**config.mk**
```make
export PLATFORM = sky130hd
export DESIGN_NAME = ebtp_top
export DESIGN_NICKNAME = d
export VERILOG_FILES = /design/src/ebtp_pkg.sv /design/src/ebtp_top.sv
export SDC_FILE = /design/constraint.sdc
export NUM_CORES = 1
export LEC_CHECK = 0
export BUFFER_PORTS_ARGS = -buffer_cell sky130_fd_sc_hd__buf_2
export CAP_MARGIN = 20
export CORE_MARGIN = 2
export CORE_UTILIZATION = 27
export CTS_CLUSTER_DIAMETER = 150
export CTS_CLUSTER_SIZE = 24
export DETAILED_ROUTE_END_ITERATION = 8
export GPL_ROUTABILITY_DRIVEN = 0
export PLACE_DENSITY = 0.54
export SKIP_LAST_GASP = 1
export SYNTH_ARGS = -nofsm -noshare
export SYNTH_HDL_FRONTEND = slang
export SYNTH_SLANG_ARGS = --single-unit
```
**constraint.sdc**
```tcl
create_clock -name pclk -period 3 [get_ports pclk]
set_clock_uncertainty 0.15 [all_clocks]
set_input_delay 0.3 -clock pclk [delete_from_list [all_inputs] [get_ports pclk]]
set_output_delay 0.3 -clock pclk [all_outputs]
set_load 0.02 [all_outputs]
```
**src/ebtp_pkg.sv**
```systemverilog
// Constants and types for the eight-bit timer pair block.
// Assumes one peripheral clock domain and an APB register port.
package ebtp_pkg;

    // ==========
    // Register map (byte offsets)
    localparam logic [7:0]  CH_AREA     = 8'h40;
    localparam logic [7:0]  ALIGN_MASK  = 8'h03;
    localparam logic [7:0]  REG_MASK    = 8'h0F;
    localparam int          CH_SEL_LSB  = 4;
    localparam logic [7:0]  OFS_CTRL    = 8'h00;
    localparam logic [7:0]  OFS_COUNT   = 8'h04;
    localparam logic [7:0]  OFS_CMPA    = 8'h08;
    localparam logic [7:0]  OFS_CMPB    = 8'h0C;
    localparam logic [7:0]  OFS_STATUS  = 8'h40;
    localparam logic [7:0]  OFS_MASK    = 8'h44;
    localparam logic [7:0]  OFS_UNIT    = 8'h48;

    // ==========
    // Channel control fields
    localparam int CTRL_W     = 12;
    localparam int CKS_LSB    = 0;
    localparam int CCLR_LSB   = 4;
    localparam int LNK_LSB    = 6;
    localparam int OUTA_LSB   = 8;
    localparam int OUTB_LSB   = 10;
    localparam int RUN_BIT    = 12;

    // ==========
    // Unit configuration fields
    localparam int UNIT_W      = 11;
    localparam int MODE_LSB    = 0;
    localparam int STOP_BIT    = 4;
    localparam int ADC_SEL_BIT = 6;
    localparam int SCLK_LSB    = 7;
    localparam int RCLK_LSB    = 9;
    localparam int ADC_CH_LO   = 0;
    localparam int ADC_CH_HI   = 2;

    // ==========
    // Status layout: three flags per channel
    localparam int ST_W      = 12;
    localparam int ST_STRIDE = 3;
    localparam int ST_A      = 0;

    // ==========
    // Reset values and counter limits
    localparam logic [7:0]  CMP_RST  = 8'hFF;
    localparam logic [7:0]  CNT_MAX  = 8'hFF;
    localparam logic [7:0]  CNT_ZERO = 8'h00;

    // ==========
    // Prescaler taps: tick when the low bits are all ones
    localparam logic [12:0] MASK_DIV1    = 13'h0000;
    localparam logic [12:0] MASK_DIV2    = 13'h0001;
    localparam logic [12:0] MASK_DIV8    = 13'h0007;
    localparam logic [12:0] MASK_DIV32   = 13'h001F;
    localparam logic [12:0] MASK_DIV64   = 13'h003F;
    localparam logic [12:0] MASK_DIV1024 = 13'h03FF;
    localparam logic [12:0] MASK_DIV8192 = 13'h1FFF;

    // ==========
    // Encodings
    typedef enum logic [3:0] {
        CKS_OFF = 4'h0, CKS_D1 = 4'h1, CKS_D2 = 4'h2,
        CKS_D8 = 4'h3, CKS_D32 = 4'h4, CKS_D64 = 4'h5,
        CKS_D1K = 4'h6, CKS_D8K = 4'h7, CKS_EXT = 4'h8
    } ebtp_cks_e;
    typedef enum logic [1:0] {
        CLR_NONE = 2'b00, CLR_A = 2'b01, CLR_B = 2'b10, CLR_EXT = 2'b11
    } ebtp_clr_e;
    typedef enum logic [1:0] {
        LNK_NONE = 2'b00, LNK_START = 2'b01, LNK_COUNT = 2'b10, LNK_RESTART = 2'b11
    } ebtp_lnk_e;
    typedef enum logic [1:0] {
        OUT_HOLD = 2'b00, OUT_LOW = 2'b01, OUT_HIGH = 2'b10, OUT_TOGGLE = 2'b11
    } ebtp_out_e;
    typedef enum logic [1:0] {
        MODE_INDEP = 2'b00, MODE_16BIT = 2'b01, MODE_CMCNT = 2'b10
    } ebtp_mode_e;

endpackage : ebtp_pkg

```
**src/ebtp_top.sv**
```systemverilog
// Two units of two 8-bit timer channels, APB register port.
// Assumes pins on ext_count_clk/ext_count_rst are asynchronous and
// link_event_in comes from logic on pclk as one-cycle pulses.
//
// Operation
// - Count prescaled pclk (1,2,8,32,64,1024,8192) or external clock, selectable.
// - Two units, each of two channels with own 8-bit counter.
// - Compare match A and B in 8-bit and cascaded 16-bit operation.
// - Counter clear from match A, match B or external reset input.
// - Each channel drives a pulse or PWM output from its matches.
// - 16-bit mode: channel zero upper byte, channel one lower; same for two/three.
// - Match count mode: channel one counts channel zero match A events.
// - Separate maskable flags for match A, match B, overflow, sharing one irq line.
// - All channels pulse link outputs for match A, match B, overflow.
// - Incoming link event starts, clocks or restarts the counter as configured.
// - Match A and B interrupt requests trigger the transfer controller.
// - Match A of channel zero or two starts the converter.
// - Timer generates the serial interface basic clock.
// - Timer generates the remote control receiver operating clock.
// - Each unit has its own stop state halting its counting.
//
// Local design decisions: register access over APB and the register offsets.
`timescale 1ns/1ps
`default_nettype none

module ebtp_top
    import ebtp_pkg::*;
(
    // Clock and reset
    input  wire logic        pclk,
    input  wire logic        presetn,
    // APB slave
    input  wire logic        psel,
    input  wire logic        penable,
    input  wire logic        pwrite,
    input  wire logic [7:0]  paddr,
    input  wire logic [31:0] pwdata,
    output logic      [31:0] prdata,
    output logic             pready,
    output logic             pslverr,
    // Timer pins
    input  wire logic [3:0]  ext_count_clk,
    input  wire logic [3:0]  ext_count_rst,
    output logic      [3:0]  timer_out,
    // Incoming link events
    input  wire logic [3:0]  link_event_in,
    // Outgoing events and triggers
    output logic      [3:0]  link_cma,
    output logic      [3:0]  link_cmb,
    output logic      [3:0]  link_ovf,
    output logic      [3:0]  dtc_req_a,
    output logic      [3:0]  dtc_req_b,
    output logic             adc_start,
    output logic             serial_clk,
    output logic             remote_clk,
    output logic             irq
);

    // ==========
    // State
    typedef struct packed {
        logic [3:0][CTRL_W-1:0] ctrl;
        logic [3:0]             run;
        logic [3:0][7:0]        cnt;
        logic [3:0][7:0]        cmpa;
        logic [3:0][7:0]        cmpb;
        logic [ST_W-1:0]        status;
        logic [ST_W-1:0]        mask;
        logic [UNIT_W-1:0]      unit;
        logic [12:0]            pre;
        logic [3:0]             xc_s1;
        logic [3:0]             xc_s2;
        logic [3:0]             xc_s3;
        logic [3:0]             xr_s1;
        logic [3:0]             xr_s2;
        logic [3:0]             xr_s3;
        logic [3:0]             tout;
        logic [3:0]             ev_a;
        logic [3:0]             ev_b;
        logic [3:0]             ev_o;
        logic [3:0]             dtc_a;
        logic [3:0]             dtc_b;
        logic                   adc;
        logic                   sclk;
        logic                   rclk;
        logic [31:0]            rdata;
        logic                   err;
    } ebtp_state_s;

    ebtp_state_s s;
    ebtp_state_s next_s;

    // ==========
    // Helpers
    // Source enable for one channel
    function automatic logic src_tick(input logic [3:0] cks, input logic [12:0] pre, input logic xedge);
        logic [12:0] m;
        logic        t;
        m = MASK_DIV1;
        t = 1'b0;
        case (cks)
            CKS_D1:  m = MASK_DIV1;
            CKS_D2:  m = MASK_DIV2;
            CKS_D8:  m = MASK_DIV8;
            CKS_D32: m = MASK_DIV32;
            CKS_D64: m = MASK_DIV64;
            CKS_D1K: m = MASK_DIV1024;
            CKS_D8K: m = MASK_DIV8192;
            default: m = MASK_DIV1;
        endcase
        case (cks)
            CKS_OFF: t = 1'b0;
            CKS_EXT: t = xedge;
            CKS_D1, CKS_D2, CKS_D8, CKS_D32, CKS_D64, CKS_D1K, CKS_D8K:
                t = ((pre & m) == m);
            default: t = 1'b0;
        endcase
        return t;
    endfunction : src_tick

    // One 8-bit channel step: {next count, overflow, match B, match A}
    function automatic logic [10:0] chan_step(input logic [7:0] cnt, input logic [7:0] a,
                                              input logic [7:0] b, input logic [1:0] cclr,
                                              input logic tick, input logic xrst, input logic rst);
        logic       ma;
        logic       mb;
        logic       ov;
        logic       clr;
        logic [7:0] nc;
        ma = tick && (cnt == a);
        mb = tick && (cnt == b);
        case (cclr)
            CLR_A:   clr = ma;
            CLR_B:   clr = mb;
            CLR_EXT: clr = xrst;
            default: clr = 1'b0;
        endcase
        clr = clr | rst;
        ov = tick && (cnt == CNT_MAX) && !clr;
        nc = clr ? CNT_ZERO : 8'(cnt + {7'h00, tick});
        return {nc, ov, mb, ma};
    endfunction : chan_step

    // Output pin action on a match
    function automatic logic out_act(input logic cur, input logic [1:0] act);
        logic v;
        case (act)
            OUT_LOW:    v = 1'b0;
            OUT_HIGH:   v = 1'b1;
            OUT_TOGGLE: v = !cur;
            default:    v = cur;
        endcase
        return v;
    endfunction : out_act

    // ==========
    // Combinational working signals
    logic [3:0]        tick;
    logic [3:0]        ma;
    logic [3:0]        mb;
    logic [3:0]        ov;
    logic [3:0]        rst;
    logic [3:0][7:0]   nc;
    logic [3:0]        xc_edge;
    logic [3:0]        xr_edge;
    logic [1:0]        md;
    logic              stp;
    logic              clr16;
    logic              carry;
    logic [ST_W-1:0]   st_set;
    logic [ST_W-1:0]   st_clr;
    logic [1:0]        apb_ch;
    logic [7:0]        apb_rg;
    logic              is_ch;
    logic              aligned;
    logic              wr;

    // ==========
    // Next-state logic
    always_comb
    begin
        int e;
        int o;
        logic t;
        e       = 0;
        o       = 0;
        t       = 1'b0;
        next_s  = s;
        tick    = '0;
        ma      = '0;
        mb      = '0;
        ov      = '0;
        rst     = '0;
        nc      = s.cnt;
        md      = MODE_INDEP;
        stp     = 1'b0;
        clr16   = 1'b0;
        carry   = 1'b0;
        st_set  = '0;
        st_clr  = '0;

        // Synchronisers and edges; stages two and three feed the edge detect
        next_s.xc_s1 = ext_count_clk;
        next_s.xc_s2 = s.xc_s1;
        next_s.xc_s3 = s.xc_s2;
        next_s.xr_s1 = ext_count_rst;
        next_s.xr_s2 = s.xr_s1;
        next_s.xr_s3 = s.xr_s2;
        xc_edge = s.xc_s2 & ~s.xc_s3;
        xr_edge = s.xr_s2 & ~s.xr_s3;

        // Free-running prescaler shared by both units
        next_s.pre = 13'(s.pre + 13'h0001);

        // Per unit: even channel is the upper byte, odd the lower
        for (int u = 0; u < 2; u++)
        begin
            e   = 2 * u;
            o   = e + 1;
            md  = s.unit[MODE_LSB + 2 * u +: 2];
            stp = s.unit[STOP_BIT + u];
            for (int c = e; c <= o; c++)
            begin
                tick[c] = (src_tick(s.ctrl[c][CKS_LSB +: 4], s.pre, xc_edge[c]) |
                           ((s.ctrl[c][LNK_LSB +: 2] == LNK_COUNT) & link_event_in[c]))
                          & s.run[c] & ~stp;
                rst[c]  = (s.ctrl[c][LNK_LSB +: 2] == LNK_RESTART) & link_event_in[c];
            end
            {nc[e], ov[e], mb[e], ma[e]} = chan_step(s.cnt[e], s.cmpa[e], s.cmpb[e],
                s.ctrl[e][CCLR_LSB +: 2], tick[e], xr_edge[e], rst[e]);
            // Lower channel clocked by upper match A
            if (md == MODE_CMCNT)
            begin
                tick[o] = ma[e] & s.run[o] & ~stp;
            end
            {nc[o], ov[o], mb[o], ma[o]} = chan_step(s.cnt[o], s.cmpa[o], s.cmpb[o],
                s.ctrl[o][CCLR_LSB +: 2], tick[o], xr_edge[o], rst[o]);
            // Cascade: lower channel's clock drives the pair
            if (md == MODE_16BIT)
            begin
                ma[e] = tick[o] && ({s.cnt[e], s.cnt[o]} == {s.cmpa[e], s.cmpa[o]});
                mb[e] = tick[o] && ({s.cnt[e], s.cnt[o]} == {s.cmpb[e], s.cmpb[o]});
                case (s.ctrl[e][CCLR_LSB +: 2])
                    CLR_A:   clr16 = ma[e];
                    CLR_B:   clr16 = mb[e];
                    CLR_EXT: clr16 = xr_edge[e];
                    default: clr16 = 1'b0;
                endcase
                clr16 = clr16 | rst[e] | rst[o];
                carry = tick[o] && (s.cnt[o] == CNT_MAX);
                ov[e] = carry && (s.cnt[e] == CNT_MAX) && !clr16;
                ov[o] = carry && !clr16;
                nc[e] = clr16 ? CNT_ZERO : 8'(s.cnt[e] + {7'h00, carry});
                nc[o] = clr16 ? CNT_ZERO : 8'(s.cnt[o] + {7'h00, tick[o]});
            end
        end

        // Per channel effects of the step
        for (int c = 0; c < 4; c++)
        begin
            next_s.cnt[c] = nc[c];
            t = s.tout[c];
            if (ma[c])
            begin
                t = out_act(t, s.ctrl[c][OUTA_LSB +: 2]);
            end
            if (mb[c])
            begin
                t = out_act(t, s.ctrl[c][OUTB_LSB +: 2]); // B wins, gives PWM fall
            end
            next_s.tout[c] = t;
            st_set[c * ST_STRIDE +: ST_STRIDE] = {ov[c], mb[c], ma[c]};
            next_s.dtc_a[c] = ma[c] & s.mask[c * ST_STRIDE + ST_A];
            next_s.dtc_b[c] = mb[c] & s.mask[c * ST_STRIDE + ST_A + 1];
        end
        next_s.ev_a = ma;
        next_s.ev_b = mb;
        next_s.ev_o = ov;
        next_s.adc  = s.unit[ADC_SEL_BIT] ? ma[ADC_CH_HI] : ma[ADC_CH_LO];
        // Divided clocks toggle on match A of the chosen channel
        if (ma[s.unit[SCLK_LSB +: 2]])
        begin
            next_s.sclk = !s.sclk;
        end
        if (ma[s.unit[RCLK_LSB +: 2]])
        begin
            next_s.rclk = !s.rclk;
        end

        // APB decode
        apb_ch  = paddr[CH_SEL_LSB +: 2];
        apb_rg  = paddr & REG_MASK;
        is_ch   = (paddr < CH_AREA);
        aligned = ((paddr & ALIGN_MASK) == '0);
        wr      = psel & penable & pwrite;

        // Read data captured in the setup cycle, shown in access
        if (psel && !penable)
        begin
            next_s.rdata = '0;
            next_s.err   = !aligned;
            if (is_ch)
            begin
                case (apb_rg)
                    OFS_CTRL:  next_s.rdata = {19'h0, s.run[apb_ch], s.ctrl[apb_ch]};
                    OFS_COUNT: next_s.rdata = {24'h0, s.cnt[apb_ch]};
                    OFS_CMPA:  next_s.rdata = {24'h0, s.cmpa[apb_ch]};
                    OFS_CMPB:  next_s.rdata = {24'h0, s.cmpb[apb_ch]};
                    default:   next_s.err   = 1'b1;
                endcase
            end
            else
            begin
                case (paddr)
                    OFS_STATUS: next_s.rdata = {20'h0, s.status};
                    OFS_MASK:   next_s.rdata = {20'h0, s.mask};
                    OFS_UNIT:   next_s.rdata = {21'h0, s.unit};
                    default:    next_s.err   = 1'b1;
                endcase
            end
        end

        // Writes take effect in the access cycle; software beats counting
        if (wr && aligned)
        begin
            if (is_ch)
            begin
                case (apb_rg)
                    OFS_CTRL:
                    begin
                        next_s.ctrl[apb_ch] = pwdata[CTRL_W-1:0];
                        next_s.run[apb_ch]  = pwdata[RUN_BIT];
                    end
                    OFS_COUNT: next_s.cnt[apb_ch]  = pwdata[7:0];
                    OFS_CMPA:  next_s.cmpa[apb_ch] = pwdata[7:0];
                    OFS_CMPB:  next_s.cmpb[apb_ch] = pwdata[7:0];
                    default:   next_s.err = s.err;
                endcase
            end
            else
            begin
                case (paddr)
                    OFS_STATUS: st_clr      = pwdata[ST_W-1:0];
                    OFS_MASK:   next_s.mask = pwdata[ST_W-1:0];
                    OFS_UNIT:   next_s.unit = pwdata[UNIT_W-1:0];
                    default:    next_s.err  = s.err;
                endcase
            end
        end

        // Link start after software so a same-cycle start is kept
        for (int c = 0; c < 4; c++)
        begin
            if ((s.ctrl[c][LNK_LSB +: 2] == LNK_START) && link_event_in[c])
            begin
                next_s.run[c] = 1'b1;
            end
        end

        // Sticky flags: a new event beats a write-one clear
        next_s.status = (s.status & ~st_clr) | st_set;
    end

    // ==========
    // State register
    always_ff @(posedge pclk or negedge presetn)
    begin
        if (!presetn)
        begin
            s      <= '0;
            s.cmpa <= {4{CMP_RST}};
            s.cmpb <= {4{CMP_RST}};
        end
        else
        begin
            s <= next_s;
        end
    end

    // ==========
    // Outputs
    assign prdata     = s.rdata;
    assign pready     = psel & penable;                  // No wait states
    assign pslverr    = s.err & psel & penable;
    assign timer_out  = s.tout;
    assign link_cma   = s.ev_a;
    assign link_cmb   = s.ev_b;
    assign link_ovf   = s.ev_o;
    assign dtc_req_a  = s.dtc_a;
    assign dtc_req_b  = s.dtc_b;
    assign adc_start  = s.adc;
    assign serial_clk = s.sclk;
    assign remote_clk = s.rclk;
    assign irq        = |(s.status & s.mask);

endmodule : ebtp_top

`default_nettype wire

```
==> results.yml <==
run_status:
  status: "complete, but fails checks"
  violations: "negative setup slack"
global_routing:
  grt_pass1_vias: 11400
  use_met3_pct: 2.98
  busiest_layer: "met2"
  grt-ovfl-total: 0
  grt_util_all_layers_pct: 17.5
  grt_max_degree: 91
  met2_usage_pct: 28.3
  grt_pass1_wl_mm: 73.8
  use_met1_pct: 24.0
  antenna_found_initial: 2
yosys:
  synth_compound_area_share_pct: 10.8
  yosys_most_used_dff: "dfrtp_1"
  synth-simple-area-share_pct: 13.7
  ys_warn_count: 0
  synthMuxAreaShare_pct: 17.3
  synth_top_area_share_pct: 34.1
  yosys.cell_types.count: 82
  syn_inst: 1308
  synth_adder_area_share_pct: 1.12
  ys_seq_area_share_pct: 45.7
  avgSynthCellArea_um2: 11.1
  synth_edf_count: 0
  synth_top_area_cell: "dfrtp_1"
  synth-xor-area-share_pct: 5.63
  synth_top_family_by_area: "multiplexers"
  synthTopCellsByArea: "dfrtp_1, dfstp_2, mux2_2"
  ys_seq_elements: 261
  async_flop_share_pct: 100
  syn_area_um2: 14500
floorplan:
  fp.coreArea_um2: 52800
  die_width_um: 235
  initial_core_util_pct: 27.4
  row_count: 84
  die_area_um2: 55500
  dieHeight_um: 235
  io_pins: 119
cells_and_area:
  fin_nets: 1566
  fin_util_pct: 33.6
  drive_gt1_share_pct: 40.9
  fill_cells: 5332
  diodes: 0
  area_delta_synth_final_pct: 22.4
  layout_common_cells: "dfrtp_1, buf_4, mux2_2, nand2_1, buf_2"
  layout_commonest_cell: "dfrtp_1"
flow_run:
  cap_violations: 0
power_and_ir_drop:
  p_leak_nw: 8.15
  vdd_drop_max_v: 0.000260
  p_per_area_nw_per_um2: 373
  fin_total_pwr_w: 0.00661
place:
  portBuffers: 80
  pre_cts_slack_ns: -0.200
  dpl.hpwl_mm: 36.0
critical_path:
  slowest_stage: "or4b_4"
  reg2reg_slack_ns: -0.03
  crit_required_ns: 3.31
  crit_chain: "or4b_4 -> o221ai_2 -> a21boi_2 -> a211o_1 -> a2111oi_4 -> ha_2 -> ha_4 -> buf_6 -> a32oi_2 -> o41ai_2 -> a31o_1"
  path_max_fanout: 3
  end_kind: "register"
  arrival_ns: 3.34
  r2r_start: "s[269]"
  cp-start-kind: "register"
  critPathKind: "register to register"
  reg2reg_depth: 11
  rr_endpoint: "s[216]"
  slowest_delay_ns: 0.53
timing:
  post-route-period-util_pct: 101
  setup_ws_ns: -0.0337
  rsz0062_at_grt: "true"
  maxSlewViolCount: 0
  max_freq_mhz: 330
  tightest_slew_ns: 0.849
  hold_violations: 0
  fin_crit_ns: 3.03
  finalSetupViolations: 8
  max-slew-margin-rel_pct: 43.4
drt:
  drtIter0Drc: 1003
  wl_per_cell_um: 22.5
  first_pass_iters: 6
  wl_mm: 49.3
  drc: 0
  postRouteAntennaNets: 0
  vias_per_cell: 5.19
  routed-via-count: 11400
hold_path:
  hp-class: "input port to register"
  hold_path_depth: 2
  worstHoldStart: "pwdata[8]"
  whs_endpoint: "s[105]"
cts:
  cts_sinks: 261
  insertion_delay_ns: 0.51
  cts_tree: "built"
  clk_path_buf_depth: 3
  cts-root-buf: "clkbuf_16"
  h-tree-depth: 1
  cts-buffers-inserted: 14
  clkTransAtPathRegs_ns: 0.11
-- repair_timing --
item,CTS,global route
buffers inserted,16,11
endpoints found under the setup margin,29,50
resized for setup,44,60
endpoints found under the hold margin,68,0
pin swaps,28,38
hold buffers,18,0
-- registers in the layout (all words and copies together), names as in the netlist --
| signal | flops |
|---|---|
| link_cmb | 4 |
| s | 203 |
| link_cma | 4 |
| prdata | 13 |
| remote_clk | 1 |
| adc_start | 1 |
| md | 2 |
| serial_clk | 1 |
| timer_out | 4 |
| link_ovf | 4 |
| dtc_req_b | 4 |
| dtc_req_a | 4 |
| next_s | 16 |
-- cell type report --
cell class / count / area [um2] / share of cell area (%)
repair buffers: 289 / 2130 / 12.0
multi-input cells: 905 / 7590 / 42.9
clock inverters: 1 / 5.00 / 0.0283
well taps: 688 / 861 / 4.86
inverters: 25 / 96.3 / 0.544
flip-flops and latches: 261 / 6610 / 37.3
clock buffers: 23 / 405 / 2.29
-- Yosys cell counts, types with 16 or more instances --
master and count:
clkbuf_1 58, nand2b_1 24, nand4_1 18, and2_1 16, xor2_1 74, nand3_1 45
inv_1 23, nand2_1 109, nor2b_1 20, dfrtp_1 197, dfstp_2 64, mux4_2 37
o21ai_0 28, mux2_2 138, and3_1 19, xnor2_1 19, a21oi_1 31, nor2_1 69
buf_4 58
-- cell families (layout without fill, tap and decap cells) --
logic type,Yosys count,after routing
AND/OR/NAND/NOR,384,384
multiplexers,186,186
adder cells (fa/ha/maj),13,13
other,1,19
buffers and inverters,160,338
XOR/XNOR,93,93
flip-flops,261,261
AO/OA/AOI/OAI,210,210
-- power breakdown --
group	switching [W]	total [W]	internal, W	leakage (nW)
logic	0.000513	0.000784	0.000271	4.69
clock network	0.00121	0.00216	0.000944	0.198
registers	0.0000760	0.00367	0.00360	3.26
-- critical path: cells and delay by family (launching register included) --
| kind | cells | cell delay, ns |
|---|---|---|
| adder cells (fa/ha/maj) | 2 | 0.48 |
| AO/OA/AOI/OAI | 7 | 1.32 |
| AND/OR/NAND/NOR | 1 | 0.53 |
| buffers and inverters | 1 | 0.10 |
| flip-flops | 1 | 0.40 |
-- stage by stage --
| step | instance area [um2] | cells | hold WS [ns] | setup TNS, ns |
|---|---|---|---|---|
| floorplan | 14600 | 1326 | -0.146 | -0.0106 |
| global placement | 16400 | 2124 | 0.0875 | -1.19 |
| detailed placement | 16400 | 2124 | 0.0870 | -2.17 |
| CTS | 17300 | 2182 | 0.00950 | -1.02 |
| global route | 17700 | 2192 | 0.0272 | -2.74 |
| finish | 17700 | 2192 | 0.0284 | -0.172 |
-- how the worst max path moves through the flow --
| stage | start | to | slack (ns) | cells past startpoint |
|---|---|---|---|---|
| after floorplan | s[245] | s[200] | -0.008 | 14 |
| after global placement | s[269] | s[216] | -0.16 | 10 |
| after detailed placement | s[269] | s[216] | -0.20 | 10 |
| after CTS | s[180] | s[216] | -0.15 | 12 |
| after global routing | s[269] | s[217] | -0.20 | 12 |
| final | s[269] | s[216] | -0.03 | 11 |
-- metal layers --
metal,up-vias,share of wire (%)
met4,0,2.8
li1,5056,-
met5,-,0
met3,79,6.1
met1,5845,45
met2,388,46
No activity file was read; power rests on OpenSTA's default activity.
